`src/design/asr_pkg.sv`:
```
// Package of constants for the converter readout host controller
package asr_pkg;
   // Host clock rate in MHz
   localparam int CLK_MHZ          = 250;
   // Serial clock rate in kHz
   localparam int SCLK_KHZ         = 1000;
   // Cycles per serial clock half period
   localparam int HALF_CYCLES      = (CLK_MHZ * 1000) / (SCLK_KHZ * 2);
   localparam int HALF_W           = 8;
   // Worst-case conversion time in ns (8.5 us)
   localparam int CONV_NS          = 8500;
   // Least wait, rounded up to whole cycles
   localparam int CONV_CYCLES      = (CONV_NS * CLK_MHZ + 999) / 1000;
   localparam int WAIT_W           = 12;
   // Frame layout
   localparam int FRAME_BITS       = 16;
   localparam int BYTE_BITS        = 8;
   localparam int RESULT_BITS      = 12;
   localparam int TRAIL_ZEROS      = 3;
   localparam int CNT_W            = 5;
   localparam logic [15:0] FRAME_RST  = 16'h0000;
   localparam logic [11:0] RESULT_RST = 12'h000;
endpackage

```
`src/design/asr_frame_unpack.sv`:
```
// Extraction of the 12-bit result from the received 16-bit frame
`timescale 1ns/1ps
module asr_frame_unpack (
   // Received frame, start bit first in bit 15
   input  wire logic [15:0] frame,
   // Right-justified result and start bit seen
   output logic      [11:0] result,
   output logic             start_ok
);
   // Drop start bit and trailing zeros, right-justify
   assign result   = frame[asr_pkg::FRAME_BITS-2 -: asr_pkg::RESULT_BITS];
   assign start_ok = frame[asr_pkg::FRAME_BITS-1];
endmodule

```
`src/design/asr_host.sv`:
```
// Host controller that reads the serial converter through its pins
//
// Overview of operation
// - Host drives serial clock and chip select, receives converter data line.
// - Master, clock idle low, sample on first (rising) edge, 1 MHz clock.
// - After chip select low, no clocking until data line goes high.
// - First eight clocks give start bit then result bits 11 to 5.
// - Second eight clocks give result bits 4 to 0 then three zeros.
// - Second byte follows without releasing select; select high afterwards.
// - Extract 12 result bits from 16, drop start and zeros, right-justify.
// - Optional fixed 8.5 us wait instead of watching the data line.
// - Start bit marks the beginning of the received frame.
// - Keep 12 significant bits, remove start bit, right-justify before output.
// - Power-down input held high for normal conversion.
`timescale 1ns/1ps
module asr_host (
   // Clock and reset
   input  wire logic        CLK,
   input  wire logic        RST,
   // User request and result
   input  wire logic        START,
   input  wire logic        FIXED_WAIT,
   output logic             BUSY,
   output logic             DONE,
   output logic [11:0]      RESULT,
   output logic             START_ERR,
   // Converter pins
   output logic             SCLK,
   output logic             CS_N,
   output logic             POWER_DOWN_N,
   input  wire logic        DOUT
);
   // Sequencer states
   typedef enum logic [2:0] {
      S_IDLE,
      S_WAIT,
      S_LOW,
      S_HIGH,
      S_END
   } asr_state_t;

   // Sequencer state
   asr_state_t                  state_reg;

   // Counters
   logic [asr_pkg::HALF_W-1:0]  half_reg;
   logic [asr_pkg::WAIT_W-1:0]  wait_reg;
   logic [asr_pkg::CNT_W-1:0]   bit_reg;

   // Wait mode latched at the take
   logic                        fixed_reg;

   // Received frame and its shift source
   logic [15:0]                 frame_reg;
   logic [16:0]                 shift_src;

   // Decoded events
   logic                        take;
   logic                        conv_done;
   logic                        rise_evt;
   logic                        fall_evt;
   logic                        last_bit;
   logic                        frame_end;
   logic                        shifting;

   // Unpacked frame
   logic [11:0]                 unpacked;
   logic                        start_ok;

   // Counter end points
   localparam logic [asr_pkg::HALF_W-1:0] HALF_LAST =
      asr_pkg::HALF_W'(asr_pkg::HALF_CYCLES - 1);
   localparam logic [asr_pkg::WAIT_W-1:0] WAIT_LAST =
      asr_pkg::WAIT_W'(asr_pkg::CONV_CYCLES - 1);
   localparam logic [asr_pkg::CNT_W-1:0]  BITS_LAST =
      asr_pkg::CNT_W'(asr_pkg::FRAME_BITS - 1);

   // Last cycle of a serial clock half period in the given phase
   function automatic logic half_end(
      input asr_state_t                 st,
      input asr_state_t                 ph,
      input logic [asr_pkg::HALF_W-1:0] cnt
   );
      half_end = (st == ph) && (cnt == HALF_LAST);
   endfunction

   // End of conversion, by data line or by fixed time
   function automatic logic conv_finished(
      input logic                       fixed,
      input logic                       dout,
      input logic [asr_pkg::WAIT_W-1:0] cnt
   );
      if (fixed) begin
         conv_finished = (cnt == WAIT_LAST);
      end else begin
         conv_finished = dout;
      end
   endfunction

   asr_frame_unpack u_unpack (
      .frame    (frame_reg),
      .result   (unpacked),
      .start_ok (start_ok)
   );

   // Request accepted only while idle
   assign take      = (state_reg == S_IDLE) && START;

   // Wait for end of conversion
   assign conv_done = (state_reg == S_WAIT) && conv_finished(fixed_reg, DOUT, wait_reg);

   // Serial clock edges at the end of each half period
   assign rise_evt  = half_end(state_reg, S_LOW, half_reg);
   assign fall_evt  = half_end(state_reg, S_HIGH, half_reg);

   // Two bytes back to back under one select
   assign last_bit  = (bit_reg == BITS_LAST);
   assign frame_end = fall_evt && last_bit;

   // Half period counter runs only while shifting
   assign shifting  = (state_reg == S_LOW) || (state_reg == S_HIGH);

   // Next frame value: older bits move up, data line enters at bit 0
   assign shift_src = {frame_reg, DOUT};

   // Sequencer
   always_ff @(posedge CLK) begin
      if (RST) begin
         state_reg <= S_IDLE;
      end else begin
         case (state_reg)
            S_IDLE: begin
               if (take) begin
                  state_reg <= S_WAIT;
               end
            end
            S_WAIT: begin
               if (conv_done) begin
                  state_reg <= S_LOW;
               end
            end
            S_LOW: begin
               if (rise_evt) begin
                  state_reg <= S_HIGH;
               end
            end
            S_HIGH: begin
               if (frame_end) begin
                  state_reg <= S_END;
               end else if (fall_evt) begin
                  state_reg <= S_LOW;
               end
            end
            S_END: begin
               state_reg <= S_IDLE;
            end
            default: begin
               state_reg <= S_IDLE;
            end
         endcase
      end
   end

   // Wait mode, fixed for the whole read
   always_ff @(posedge CLK) begin
      if (RST) begin
         fixed_reg <= 1'b0;
      end else if (take) begin
         fixed_reg <= FIXED_WAIT;
      end
   end

   // Conversion wait counter, saturates so it never wraps in data line mode
   always_ff @(posedge CLK) begin
      if (RST) begin
         wait_reg <= '0;
      end else if (take) begin
         wait_reg <= '0;
      end else if (state_reg == S_WAIT && wait_reg != WAIT_LAST) begin
         wait_reg <= wait_reg + 1'b1;
      end
   end

   // Half period counter
   always_ff @(posedge CLK) begin
      if (RST) begin
         half_reg <= '0;
      end else if (conv_done || rise_evt || fall_evt) begin
         half_reg <= '0;
      end else if (shifting) begin
         half_reg <= half_reg + 1'b1;
      end
   end

   // Bit counter, one step per serial clock period
   always_ff @(posedge CLK) begin
      if (RST) begin
         bit_reg <= '0;
      end else if (conv_done) begin
         bit_reg <= '0;
      end else if (fall_evt && !last_bit) begin
         bit_reg <= bit_reg + 1'b1;
      end
   end

   // Serial clock, idle low outside the shift phase
   always_ff @(posedge CLK) begin
      if (RST) begin
         SCLK <= 1'b0;
      end else if (rise_evt) begin
         SCLK <= 1'b1;
      end else if (fall_evt || state_reg != S_HIGH) begin
         SCLK <= 1'b0;
      end
   end

   // Sample on rising edge, start bit first, MSB first
   genvar gi;
   generate
      for (gi = 0; gi < asr_pkg::FRAME_BITS; gi++) begin : g_frame
         always_ff @(posedge CLK) begin
            if (RST || take) begin
               frame_reg[gi] <= asr_pkg::FRAME_RST[gi];
            end else if (rise_evt) begin
               frame_reg[gi] <= shift_src[gi];
            end
         end
      end
   endgenerate

   // Chip select
   always_ff @(posedge CLK) begin
      if (RST) begin
         CS_N <= 1'b1;
      end else if (take) begin
         CS_N <= 1'b0;
      end else if (state_reg == S_END) begin
         CS_N <= 1'b1;
      end
   end

   // Power-down pin held high
   always_ff @(posedge CLK) begin
      if (RST) begin
         POWER_DOWN_N <= 1'b1;
      end else begin
         POWER_DOWN_N <= 1'b1;
      end
   end

   // Result and start bit status
   always_ff @(posedge CLK) begin
      if (RST) begin
         RESULT    <= asr_pkg::RESULT_RST;
         START_ERR <= 1'b0;
      end else if (state_reg == S_END) begin
         RESULT    <= unpacked;
         START_ERR <= !start_ok;
      end
   end

   // Completion pulse
   always_ff @(posedge CLK) begin
      if (RST) begin
         DONE <= 1'b0;
      end else begin
         DONE <= (state_reg == S_END);
      end
   end

   // Busy from the take until the completion pulse
   always_ff @(posedge CLK) begin
      if (RST) begin
         BUSY <= 1'b0;
      end else if (state_reg == S_END) begin
         BUSY <= 1'b0;
      end else begin
         BUSY <= (state_reg != S_IDLE) || START;
      end
   end

   // Hazard: a START held across completion starts a new read right after DONE
endmodule

```
`config.mk`:
```
export PLATFORM = sky130hd
export DESIGN_NAME = asr_host
export DESIGN_NICKNAME = d
export VERILOG_FILES = /design/src/design/asr_pkg.sv /design/src/design/asr_frame_unpack.sv /design/src/design/asr_host.sv
export SDC_FILE = /design/constraint.sdc
export NUM_CORES = 1
export LEC_CHECK = 0
export BUFFER_PORTS_ARGS = -buffer_cell sky130_fd_sc_hd__buf_2
export CORE_UTILIZATION = 53
export CTS_CLUSTER_DIAMETER = 100
export DETAILED_ROUTE_END_ITERATION = 7
export GPL_TIMING_DRIVEN = 0
export PLACE_DENSITY_LB_ADDON = 0.3
export SYNTH_ARGS = -nofsm -noshare
export SYNTH_HDL_FRONTEND = slang
export SYNTH_HIERARCHICAL = 1
export SYNTH_SLANG_ARGS = --single-unit
```
`constraint.sdc`:
```
create_clock -name CLK -period 1.9 [get_ports CLK]
set_input_delay 0.095 -clock CLK [delete_from_list [all_inputs] [get_ports CLK]]
set_output_delay 0.095 -clock CLK [all_outputs]
set_load 0.01 [all_outputs]
```
==> metrics.md, run 1 <==
| Metric | Value |
|---|---|
| Post-layout instance area | around 0.0033 mm2 |
| Final cell count without fillers | 394 |
| Total congestion overflow | 0 |
| Post-synthesis xor/xnor area fraction | 3.46% |
| CP Data Arrival Time | a little over 2000 ps |
| Setup violators final | 0 |
| RSZ-0062 raised after global routing | yes |
| Final Hold Viols | 0 |
| Hold slack | 15.2 ps |
| Startpoint Class | flop |
| Worst slew margin | between 60% and 70% |
| Transition time of the tightest slew-check pin | about 520 ps |
| Critical Path Sink | wait_reg[11] |
| Clock sink count | just over 60 |
| Mapped Avg Cell Area | roughly 10 um2 |
| CTS Buf Count | 9 |
| Initial Utilization | 54.9% |
| Die area | about 0.0055 mm2 |
| Synthesized instance count | 283 |
| DRT Pass-1 Iters | 4 |
| Core area | approximately 0.0051 mm2 |
| Worst Setup Path Type | flop to flop |
| Number of remaining DRC errors | 0 |
| Hold WC Path Type | primary input to flop |
| Internal | 2.13 mW |
| DR vias | roughly 2.1k |
| WL/cell | about 13 um |
| R2R cell count | 6 |
| Site row count | 26 |
| Dominant cell type by area after synthesis | dfxtp_1 |
| Worst Setup Slack, final | 123 ps |
| Placed Cells | ~370 |
| Die X | between 70 and 80 um |
| Vias/cell | 5.37 |
| Initial antenna violation count | 0 |
| Worst R2R Setup Slack | roughly 120 ps |
| Synthesis-stage register bit count | between 60 and 70 |
| Fill count | 410 |
| Fin crit period | around 1800 ps |
| Clock Skews | roughly 10 ps |
| Critical R2R Launch | state_reg[2] |
| CP Launch Point | state_reg[2] |
| Area grow syn2layout | 17.7% |
| CTS tree | yes |
| Largest family of logic cells by synthesized area | simple AND/OR/NAND/NOR gates |
| DRT Wirelength | ~5200 um |
| Worst EP required | approximately 2200 ps |
| Die Ht | roughly 74 um |
| Comb pwr share | under 10% |
| WP depth | 6 |
| Synth Area in Adders | between 2 and 3% |
| Synthesized cell area | 0.00278 mm2 |
| Starting DRT DRC Count | about 140 |
| Top Ports | 23 |
| Clk pin slew, worst setup/hold paths | 70 ps |
| Share of cells above drive strength 1 | 28.7% |
| Number of synthesized flops with an enable pin | 0 |
| Yosys warns | 6 |
| Final HPWL from detailed placement | approximately 3400 um |
| Utilization after layout | ~65% |
| RD Place Congestion | slightly below 0.8 |
| Max FFs per register | 16 |
| PD cells | 856 mW/mm2 |
| Critical Path End Type | flop |
| Switching portion of total power | around a quarter |
| Number of global-route vias before repair | around 1.9k |
| Status | finished clean |
| Tcrit/Tclk final | between 90% and 100% |
| Synth cell types | 48 |
| Primary FF master, synth | dfxtp_1 |
| First-pass GRT wire length | 8540 um |
| Clk pwr share | between 40 and 50% |
| Clk buf depth | 2 |
| TNS Setup | 0 ps |
| Root buf cell | clkbuf_8 |
| Post-DRT Antenna Nets | 0 |
| DP Area | 0.00298 mm2 |
| Critical path, cell by cell | buf_2 > nor4b_2 > or2_2 > buf_4 > or4_1 > nand2_1 |
| Max Transition Viols Final | 0 |
| R2R Path End | wait_reg[11] |
| Slowest stage cell, crit path | or4_1 |
| Total of max-cap violations | 0 |
| Net Sw Power | 0.670 mW |
| Sequential area share after synthesis | between 40 and 50% |
| Pre-CTS setup slack | -189 ps |
| Layout net count | between 300 and 400 |
| Design Power | ~2.8 mW |
| CP top delay family | simple AND/OR/NAND/NOR gates |
| Skew-Pair Late Insertion Delay | ~350 ps |
| Max FO, Critical Path | 10 |
| Multiplexer share of the synthesized area | slightly below 7% |
| Global-route usage over all layers | 20.4% |
| Register share of total power | about 48% |
| Synth top area share | 44.6% |
| CP max stage delay | slightly above 500 ps |
| Largest net degree at the start of global routing | 11 |
| N_diodes | 0 |
| # port buffers | 21 |
| Post-Synth Simple-Gate Area | a little under a quarter |
| CTS H-Tree Depth | 3 |
| Bufs and invs on worst path | 2 |
| Pleak | around 1.2 nW |
| Mapped Nets | roughly 290 |
| Asr flop ratio synth | 0% |
| Synth Area in Compound Gates | 10.9% |
| Top cells by area, synth | dfxtp_1 (45%), mux2i_1 (6.8%), buf_4 (4.6%) |
| Peak supply drop | 0.000350 V |
| Achievable clock frequency | about 0.56 GHz |
[logic make-up after synthesis]
family,after synthesis
other cells,1
flops,62
buf+inv,35
xor+xnor,11
fa+ha+maj,6
compound gates,44
simple gates,105
mux,19
[metal layers]
metal / track usage (%) / part of all wire, % / wire length (um)
met5: 0 / 0 / 0
met4: 11.3 / 2.1 / 108
met3: 4.47 / 5.4 / 280
met2: 29.4 / 43 / 2270
met1: 28.3 / 49 / 2570
[power by group through the flow]
stage               sequential, mW  clock, mW  combinational, mW
detailed placement            1.37          0              0.214
floorplan                     1.37          0              0.164
global placement              1.37          0              0.213
finish                        1.34       1.24              0.224
global route                  1.34       1.31              0.248
CTS                           1.34       1.25              0.219
[cell usage after synthesis (all sizes together) (3+ instances only)]
library cell,number
dfxtp,62
nor2,27
buf,23
mux2i,19
nand2,13
a21oi,12
a22o,12
nand3,11
nor4,11
inv,8
ha,6
xor2,6
and3,5
nand4,5
o21ai,5
xnor2,5
a211oi,4
clkbuf,4
nand2b,4
nor3,4
o31ai,4
or4,4
nand3b,3
or3,3
[placed cells by master (no fill, tap or decap), drive strengths merged, types with 11 or more instances in the layout]
| master | n |
|---|---|
| mux2i | 19 |
| dfxtp | 62 |
| nor2 | 27 |
| a22o | 12 |
| nand2 | 13 |
| buf | 49 |
| nand3 | 11 |
| a21oi | 12 |
| nor4 | 11 |
| clkbuf | 15 |
[worst register-to-register path, cell delays in order (launching register included)]
cell     delay, ps
dfxtp_1        320
buf_2          220
nor4b_2        120
or2_2          290
buf_4          180
or4_1          510
nand2_1         80
[worst min path at each step]
stage,start,end,slack [ps],cells past startpoint
after CTS,FIXED_WAIT,fixed_reg,10,3
after global routing,DOUT,frame_reg[0],50,3
after floorplan,FIXED_WAIT,fixed_reg,240,2
final,FIXED_WAIT,fixed_reg,20,3
after global placement,FIXED_WAIT,fixed_reg,360,3
after detailed placement,FIXED_WAIT,fixed_reg,380,3
[repair_timing]
item	CTS	global route
pin swaps	2	2
setup endpoints to repair	31	16
buffers inserted	5	0
resized for setup	5	7
hold buffers	0	0
[area by class of cell]
cell class	count	area (um2)	share of cell area [%]
multi-input combinational	186	1380	42.1
sequential	62	1240	37.9
buffer	27	189	5.77
timing repair buffer	26	143	4.35
clock buffer	11	131	4.01
tap	70	87.6	2.67
clock inverter	4	72.6	2.22
inverter	8	30.0	0.917
Note: power is estimated with default switching activity, not from simulation.
==> run 2: changes to the inputs <==
- CORE_UTILIZATION: 53 -> 59
- MAX_ROUTING_LAYER: not set -> met4
- clock period: 1.9 -> 2 ns (I/O delays scaled with it)
==> metrics.md, run 2 (synthesized netlist as in run 1, its figures left out) <==
| Metric | Value |
|---|---|
| Status | finished, violations left (was finished clean) |
| Failing checks | design-rule violations |
| Clk buf depth | 2 (unchanged) |
| DR vias | 2125 (was 2114) |
| Root buf cell | clkbuf_8 (unchanged) |
| Worst Setup Path Type | flop to flop (unchanged) |
| Fill count | 326 (was 410) |
| Max FO, Critical Path | 4 (was 10) |
| DP Area | 0.00295 mm2 (was 0.00298 mm2) |
| Number of remaining DRC errors | 8 (was 0) |
| Skew-Pair Late Insertion Delay | 340 ps (was 350 ps) |
| Transition time of the tightest slew-check pin | 531 ps (was 522 ps) |
| RD Place Congestion | 0.821 (was 0.778) |
| Clk pin slew, worst setup/hold paths | 70 ps (about the same) |
| Clock Skews | 8.96 ps (was 10.0 ps) |
| Total congestion overflow | 0 (unchanged) |
| Top Ports | 23 (unchanged) |
| Pleak | 1.24 nW (about the same) |
| DRT Pass-1 Iters | 6 (was 4) |
| PD cells | 814 mW/mm2 (was 856 mW/mm2) |
| DRT Wirelength | 5480 um (was 5230 um) |
| Initial Utilization | 62.6% (was 54.9%) |
| Internal | 2.03 mW (was 2.13 mW) |
| Comb pwr share | 8.0% (about the same) |
| Largest net degree at the start of global routing | 12 (was 11) |
| Post-layout instance area | 0.00328 mm2 (about the same) |
| Initial antenna violation count | 0 (unchanged) |
| # port buffers | 21 (unchanged) |
| Final HPWL from detailed placement | 3560 um (was 3410 um) |
| Final cell count without fillers | 376 (was 394) |
| Setup violators final | 0 (unchanged) |
| WL/cell | 14.6 um (was 13.3 um) |
| Most common cell after layout, fill and taps aside | dfxtp_1 (unchanged) |
| Global-route usage over all layers | 23.4% (was 20.4%) |
| Max FFs per register | 16 (unchanged) |
| Worst Setup Slack, final | 34.7 ps (was 123 ps) |
| Fin crit period | 1970 ps (was 1780 ps) |
| Die Ht | 70.7 um (was 74.5 um) |
| First-pass GRT wire length | 8920 um (was 8540 um) |
| Startpoint Class | flop (unchanged) |
| Net Sw Power | 0.644 mW (was 0.670 mW) |
| Die area | 0.00500 mm2 (was 0.00555 mm2) |
| Die X | 70.7 um (was 74.5 um) |
| Vias/cell | 5.65 (was 5.37) |
| Area grow syn2layout | 17.8% (was 17.7%) |
| Tcrit/Tclk final | 98.3% (was 93.5%) |
| Clk pwr share | 44.3% (was 44.2%) |
| CTS tree | yes (unchanged) |
| Commonest non-fill, non-tap cells in the layout | dfxtp_1 (60), buf_2 (25), buf_4 (22), mux2i_1 (19), nor2_1 (16) (was dfxtp_1 (61), buf_2 (25), buf_4 (22), mux2i_1 (19), nor2_1 (16)) |
| Total of max-cap violations | 0 (unchanged) |
| Pre-CTS setup slack | -113 ps (was -189 ps) |
| CTS Buf Count | 9 (unchanged) |
| Share of cells above drive strength 1 | 29.6% (was 28.7%) |
| CTS H-Tree Depth | 3 (unchanged) |
| Final Hold Viols | 0 (unchanged) |
| Clock sink count | 62 (unchanged) |
| Switching portion of total power | 24.1% (was 23.9%) |
| Site row count | 24 (was 26) |
| Design Power | 2.67 mW (was 2.80 mW) |
| Placed Cells | 356 (was 374) |
| RSZ-0062 raised after global routing | yes (unchanged) |
| Number of global-route vias before repair | 1960 (was 1887) |
| Core area | 0.00444 mm2 (was 0.00507 mm2) |
| Worst EP required | 2200 ps (was 2190 ps) |
| CP Data Arrival Time | 2170 ps (was 2060 ps) |
| Worst slew margin | 64.3% (was 65.2%) |
| Register share of total power | 47.7% (was 47.8%) |
| Post-DRT Antenna Nets | 0 (unchanged) |
| Hold slack | 34.6 ps (was 15.2 ps) |
| Achievable clock frequency | 0.509 GHz (was 0.563 GHz) |
| Critical Path End Type | flop (unchanged) |
| Max Transition Viols Final | 0 (unchanged) |
| Layout net count | 331 (unchanged) |
| Peak supply drop | 0.000415 V (was 0.000350 V) |
| N_diodes | 0 (unchanged) |
| Starting DRT DRC Count | 130 (was 137) |
| Hold WC Path Type | primary input to flop (unchanged) |
| Hold_buf cts | 0 (unchanged) |
==> run 2: cell count changes in the layout (fill, tap and decap cells not counted), sizes merged <==
| cell | change |
|---|---|
| clkbuf | -2 |
| inv | +1 |
| clkinv | +1 |
==> run 2: power by group through the flow <==
stage | registers (mW) | clock network (mW) | logic [mW]
after detailed placement | 1.30 | 0 | 0.205
after global placement | 1.30 | 0 | 0.201
after global routing | 1.27 | 1.27 | 0.237
after floorplan | 1.30 | 0 | 0.155
after CTS | 1.27 | 1.20 | 0.207
final | 1.27 | 1.18 | 0.214
==> run 2: final timing paths <==
| kind | startpoint | to | slack (ps) | cells after the start |
|---|---|---|---|---|
| worst max register to register | bit_reg[1] | bit_reg[1] | 30 | 8 |
| worst min register to register | CS_N | CS_N | 440 | 2 |
| worst max-delay path | bit_reg[1] | bit_reg[1] | 30 | 8 |
| worst min-delay path | FIXED_WAIT | fixed_reg | 30 | 3 |
==> run 2: per-layer routing <==
layer	GRT usage, %	vias to the layer above	routed length [um]
li1	-	1076	-
met1	29.4	990	2630
met2	36.0	44	2540
met3	5.13	15	183
met4	11.3	0	131
met5	-	-	0
==> run 2: worst max-delay path: stages (launching register included) <==
cell and delay [ps]:
dfxtp_2 340, ha_4 160, and3_4 180, ha_4 150, nand2b_4 140, nor4_4 410, buf_4 190, mux2i_1 180
nor3_1 70
==> run 2: final cells by class <==
type | instances | area [um2] | share of cell area [%]
multi-input combinational | 186 | 1400 | 42.7
sequential | 62 | 1240 | 37.9
buffer | 27 | 189 | 5.76
timing repair buffer | 26 | 143 | 4.35
clock buffer | 9 | 124 | 3.78
clock inverter | 6 | 86.3 | 2.63
tap | 52 | 65.1 | 1.98
inverter | 8 | 30.0 | 0.915
==> run 2: stage by stage <==
stage	util, %	TNS [ps]
3_3_place_gp	66.5	-338
2_1_floorplan	-	0
4_1_cts	71.8	0
5_1_grt	73.8	-52.3
6_report	73.8	0
3_5_place_dp	66.5	-1800
==> run 2: what timing repair did <==
action / CTS / global route
hold endpoints to repair: 0 / 0
pin swaps: 1 / 4
setup buffers: 1 / 4
gates resized for setup: 3 / 12
setup endpoints to repair: 30 / 19
==> run 3: changes to the inputs <==
- ABC_AREA: not set -> 1
==> metrics.md, run 3 <==
| Metric | Value |
|---|---|
| Status | finished clean (was finished, violations left) |
| Most common cell after layout, fill and taps aside | nand2_1 (was dfxtp_1) |
| Site row count | 24 (unchanged) |
| PD cells | 1050 mW/mm2 (was 814 mW/mm2) |
| Critical R2R Launch | half_reg[0] (was bit_reg[1]) |
| N_diodes | 0 (unchanged) |
| Die X | 70.2 um (was 70.7 um) |
| Min-delay src | FIXED_WAIT (unchanged) |
| Vias/cell | 5.28 (was 5.65) |
| Clk pin slew, worst setup/hold paths | 70 ps (about the same) |
| # resized after CTS | 0 (was 3) |
| Worst EP required | 2270 ps (was 2200 ps) |
| Number of global-route vias before repair | 2156 (was 1960) |
| Primary FF master, synth | dfxtp_1 (unchanged) |
| Clock Skews | 8.47 ps (was 8.96 ps) |
| Die area | 0.00493 mm2 (was 0.00500 mm2) |
| CTS Buf Count | 9 (unchanged) |
| CP max stage delay | 380 ps (was 410 ps) |
| Hold WC Path Type | primary input to flop (unchanged) |
| Yosys warns | 6 (unchanged) |
| Max FO, Critical Path | 10 (was 4) |
| Die Ht | 70.2 um (was 70.7 um) |
| Max Transition Viols Final | 0 (unchanged) |
| Achievable clock frequency | 0.558 GHz (was 0.509 GHz) |
| Dominant cell type by area after synthesis | dfxtp_1 (unchanged) |
| Total congestion overflow | 0 (unchanged) |
| Commonest non-fill, non-tap cells in the layout | nand2_1 (68), dfxtp_1 (62), inv_1 (46), a21oi_1 (39), buf_2 (28) (was dfxtp_1 (60), buf_2 (25), buf_4 (22), mux2i_1 (19), nor2_1 (16)) |
| Peak supply drop | 0.000708 V (was 0.000415 V) |
| TNS Setup | 0 ps (unchanged) |
| Tcrit/Tclk final | 89.6% (was 98.3%) |
| Worst Setup Path Type | flop to flop (unchanged) |
| Clk pwr share | 43.9% (was 44.3%) |
| Cell with the most instances after synthesis | nand2_1 (was dfxtp_1) |
| Internal | 2.42 mW (was 2.03 mW) |
| CP Data Arrival Time | 2060 ps (was 2170 ps) |
| Slowest stage cell, crit path | dfxtp_1 (was nor4_4) |
| Largest net degree at the start of global routing | 13 (was 12) |
| Root buf cell | clkbuf_8 (unchanged) |
| Register share of total power | 40.0% (was 47.7%) |
| Mapped Nets | 371 (was 294) |
| Setup violators final | 0 (unchanged) |
| Critical Path End Type | flop (unchanged) |
| DRT Pass-1 Iters | 4 (was 6) |
| WL/cell | 12.3 um (was 14.6 um) |
| Top cells by area, synth | dfxtp_1 (45%), nand2_1 (9.3%), a21oi_1 (7.1%) (was dfxtp_1 (45%), mux2i_1 (6.8%), buf_4 (4.6%)) |
| Synth top cells by count | nand2_1 (68), dfxtp_1 (62), inv_1 (46) (was dfxtp_1 (62), mux2i_1 (19), buf_4 (17), nor2_1 (17), nand2_1 (13)) |
| Core area | 0.00441 mm2 (was 0.00444 mm2) |
| Number of synthesized flops with an enable pin | 0 (unchanged) |
| Initial Utilization | 62.2% (was 62.6%) |
| Worst Setup Slack, final | 208 ps (was 34.7 ps) |
| CTS tree | yes (unchanged) |
| Critical path, cell by cell | inv_1 > ha_1 > inv_1 > nor2_1 > nand2_1 > inv_1 > nand3_2 > clkbuf_1 > o21ai_0 > a21oi_1 (was ha_4 > and3_4 > ha_4 > nand2b_4 > nor4_4 > buf_4 > mux2i_1 > nor3_1) |
| Synthesis-stage register bit count | 62 (unchanged) |
| RD Place Congestion | 0.869 (was 0.821) |
| DR vias | 2376 (was 2125) |
| Synthesized cell area | 0.00275 mm2 (was 0.00278 mm2) |
| Initial antenna violation count | 0 (unchanged) |
| Post-DRT Antenna Nets | 0 (unchanged) |
| Clock sink count | 62 (unchanged) |
| Max FFs per register | 16 (unchanged) |
| Starting DRT DRC Count | 100 (was 130) |
| Layout net count | 404 (was 331) |
| Mapped Avg Cell Area | 7.63 um2 (was 9.84 um2) |
| Switching portion of total power | 28.2% (was 24.1%) |
| Skew-Pair Late Insertion Delay | 350 ps (was 340 ps) |
| Synth cell types | 27 (was 48) |
| Top Ports | 23 (unchanged) |
| DRT Wirelength | 5530 um (was 5480 um) |
| Startpoint Class | flop (unchanged) |
| Pre-CTS setup slack | 296 ps (was -113 ps) |
| Share of cells above drive strength 1 | 16.8% (was 29.6%) |
| Net Sw Power | 0.947 mW (was 0.644 mW) |
| Final HPWL from detailed placement | 3730 um (was 3560 um) |
| RSZ-0062 raised after global routing | no (was yes) |
| CP Launch Point | half_reg[0] (was bit_reg[1]) |
| Comb pwr share | 16.0% (was 8.0%) |
| Crit path top cell by count | inv_1 (was ha_4) |
| Global-route usage over all layers | 24.4% (was 23.4%) |
| Fin crit period | 1790 ps (was 1970 ps) |
| Number of remaining DRC errors | 0 (was 8) |
| Area grow syn2layout | 16.4% (was 17.8%) |
| Sequential area share after synthesis | 45.2% (was 44.6%) |
| Total of max-cap violations | 0 (unchanged) |
| Clk buf depth | 2 (unchanged) |
| Synth top area share | 45.2% (was 44.6%) |
| Synthesized instance count | 360 (was 283) |
| First-pass GRT wire length | 9110 um (was 8920 um) |
| Postcts setup bufs | 0 (was 1) |
| # port buffers | 21 (unchanged) |
| Final Hold Viols | 0 (unchanged) |
| CTS H-Tree Depth | 3 (unchanged) |
| Pleak | 1.31 nW (was 1.24 nW) |
| Asr flop ratio synth | 0% (unchanged) |
| Fill count | 359 (was 326) |
[run 3: layout make-up]
type | count | area [um2] | area share, %
inverters | 49 | 184 | 5.76
plain buffers | 23 | 148 | 4.62
repair buffers | 22 | 115 | 3.60
clock buffers | 9 | 124 | 3.88
multi-input cells | 226 | 1170 | 36.7
flip-flops and latches | 62 | 1240 | 38.8
well taps | 52 | 65.1 | 2.04
clock inverters | 7 | 145 | 4.54
[run 3: power by group through the flow]
stage          registers (mW)  logic [mW]  clock network (mW)
2_1_floorplan            1.37       0.397                   0
3_3_place_gp             1.37       0.501                   0
3_5_place_dp             1.37       0.525                   0
4_1_cts                  1.35       0.536                1.48
5_1_grt                  1.35       0.615                1.53
6_report                 1.35       0.539                1.48
[run 3: stage by stage]
stage | std cells | instance area (um2) | util [%] | total power [mW] | hold slack (ps)
3_5_place_dp | 433 | 2920 | 66.1 | 1.90 | 322
5_1_grt | 450 | 3200 | 72.4 | 3.50 | 72.2
3_3_place_gp | 433 | 2920 | 66.1 | 1.87 | 329
2_1_floorplan | 360 | 2750 | - | 1.77 | 169
4_1_cts | 450 | 3200 | 72.4 | 3.36 | 59.1
6_report | 450 | 3200 | 72.4 | 3.36 | 65.8
[run 3: what timing repair did]
item / CTS / global route
hold buffers: 1 / 0
setup endpoints to repair: 0 / 0
endpoints found under the hold margin: 3 / 0
[run 3: critical path, delay by kind of cell (launching register included)]
family,cells,cell delay (ps)
simple gates,3,250
buf+inv,4,540
compound gates,2,340
flops,1,380
fa+ha+maj,1,190
[run 3: path summary, 6_finish.rpt]
kind,to,slack [ps],depth (start not counted)
setup reg to reg,frame_reg[10],210,10
hold / removal,fixed_reg,70,3
hold reg to reg,frame_reg[2],440,2
setup / recovery,frame_reg[10],210,10
[run 3: per-layer routing]
metal	up-vias	global-route usage [%]	routed length [um]
met4	0	10.9	137
li1	1214	-	-
met3	14	8.08	241
met5	-	-	0
met2	56	40.0	2780
met1	1092	26.8	2370
[run 3: kinds of logic after synthesis]
group,Yosys count,synth area share [%]
flops,62,45.2
xor+xnor,11,3.51
compound gates,73,14.9
buf+inv,72,12.1
simple gates,135,21.4
fa+ha+maj,6,2.73
other cells,1,0.137
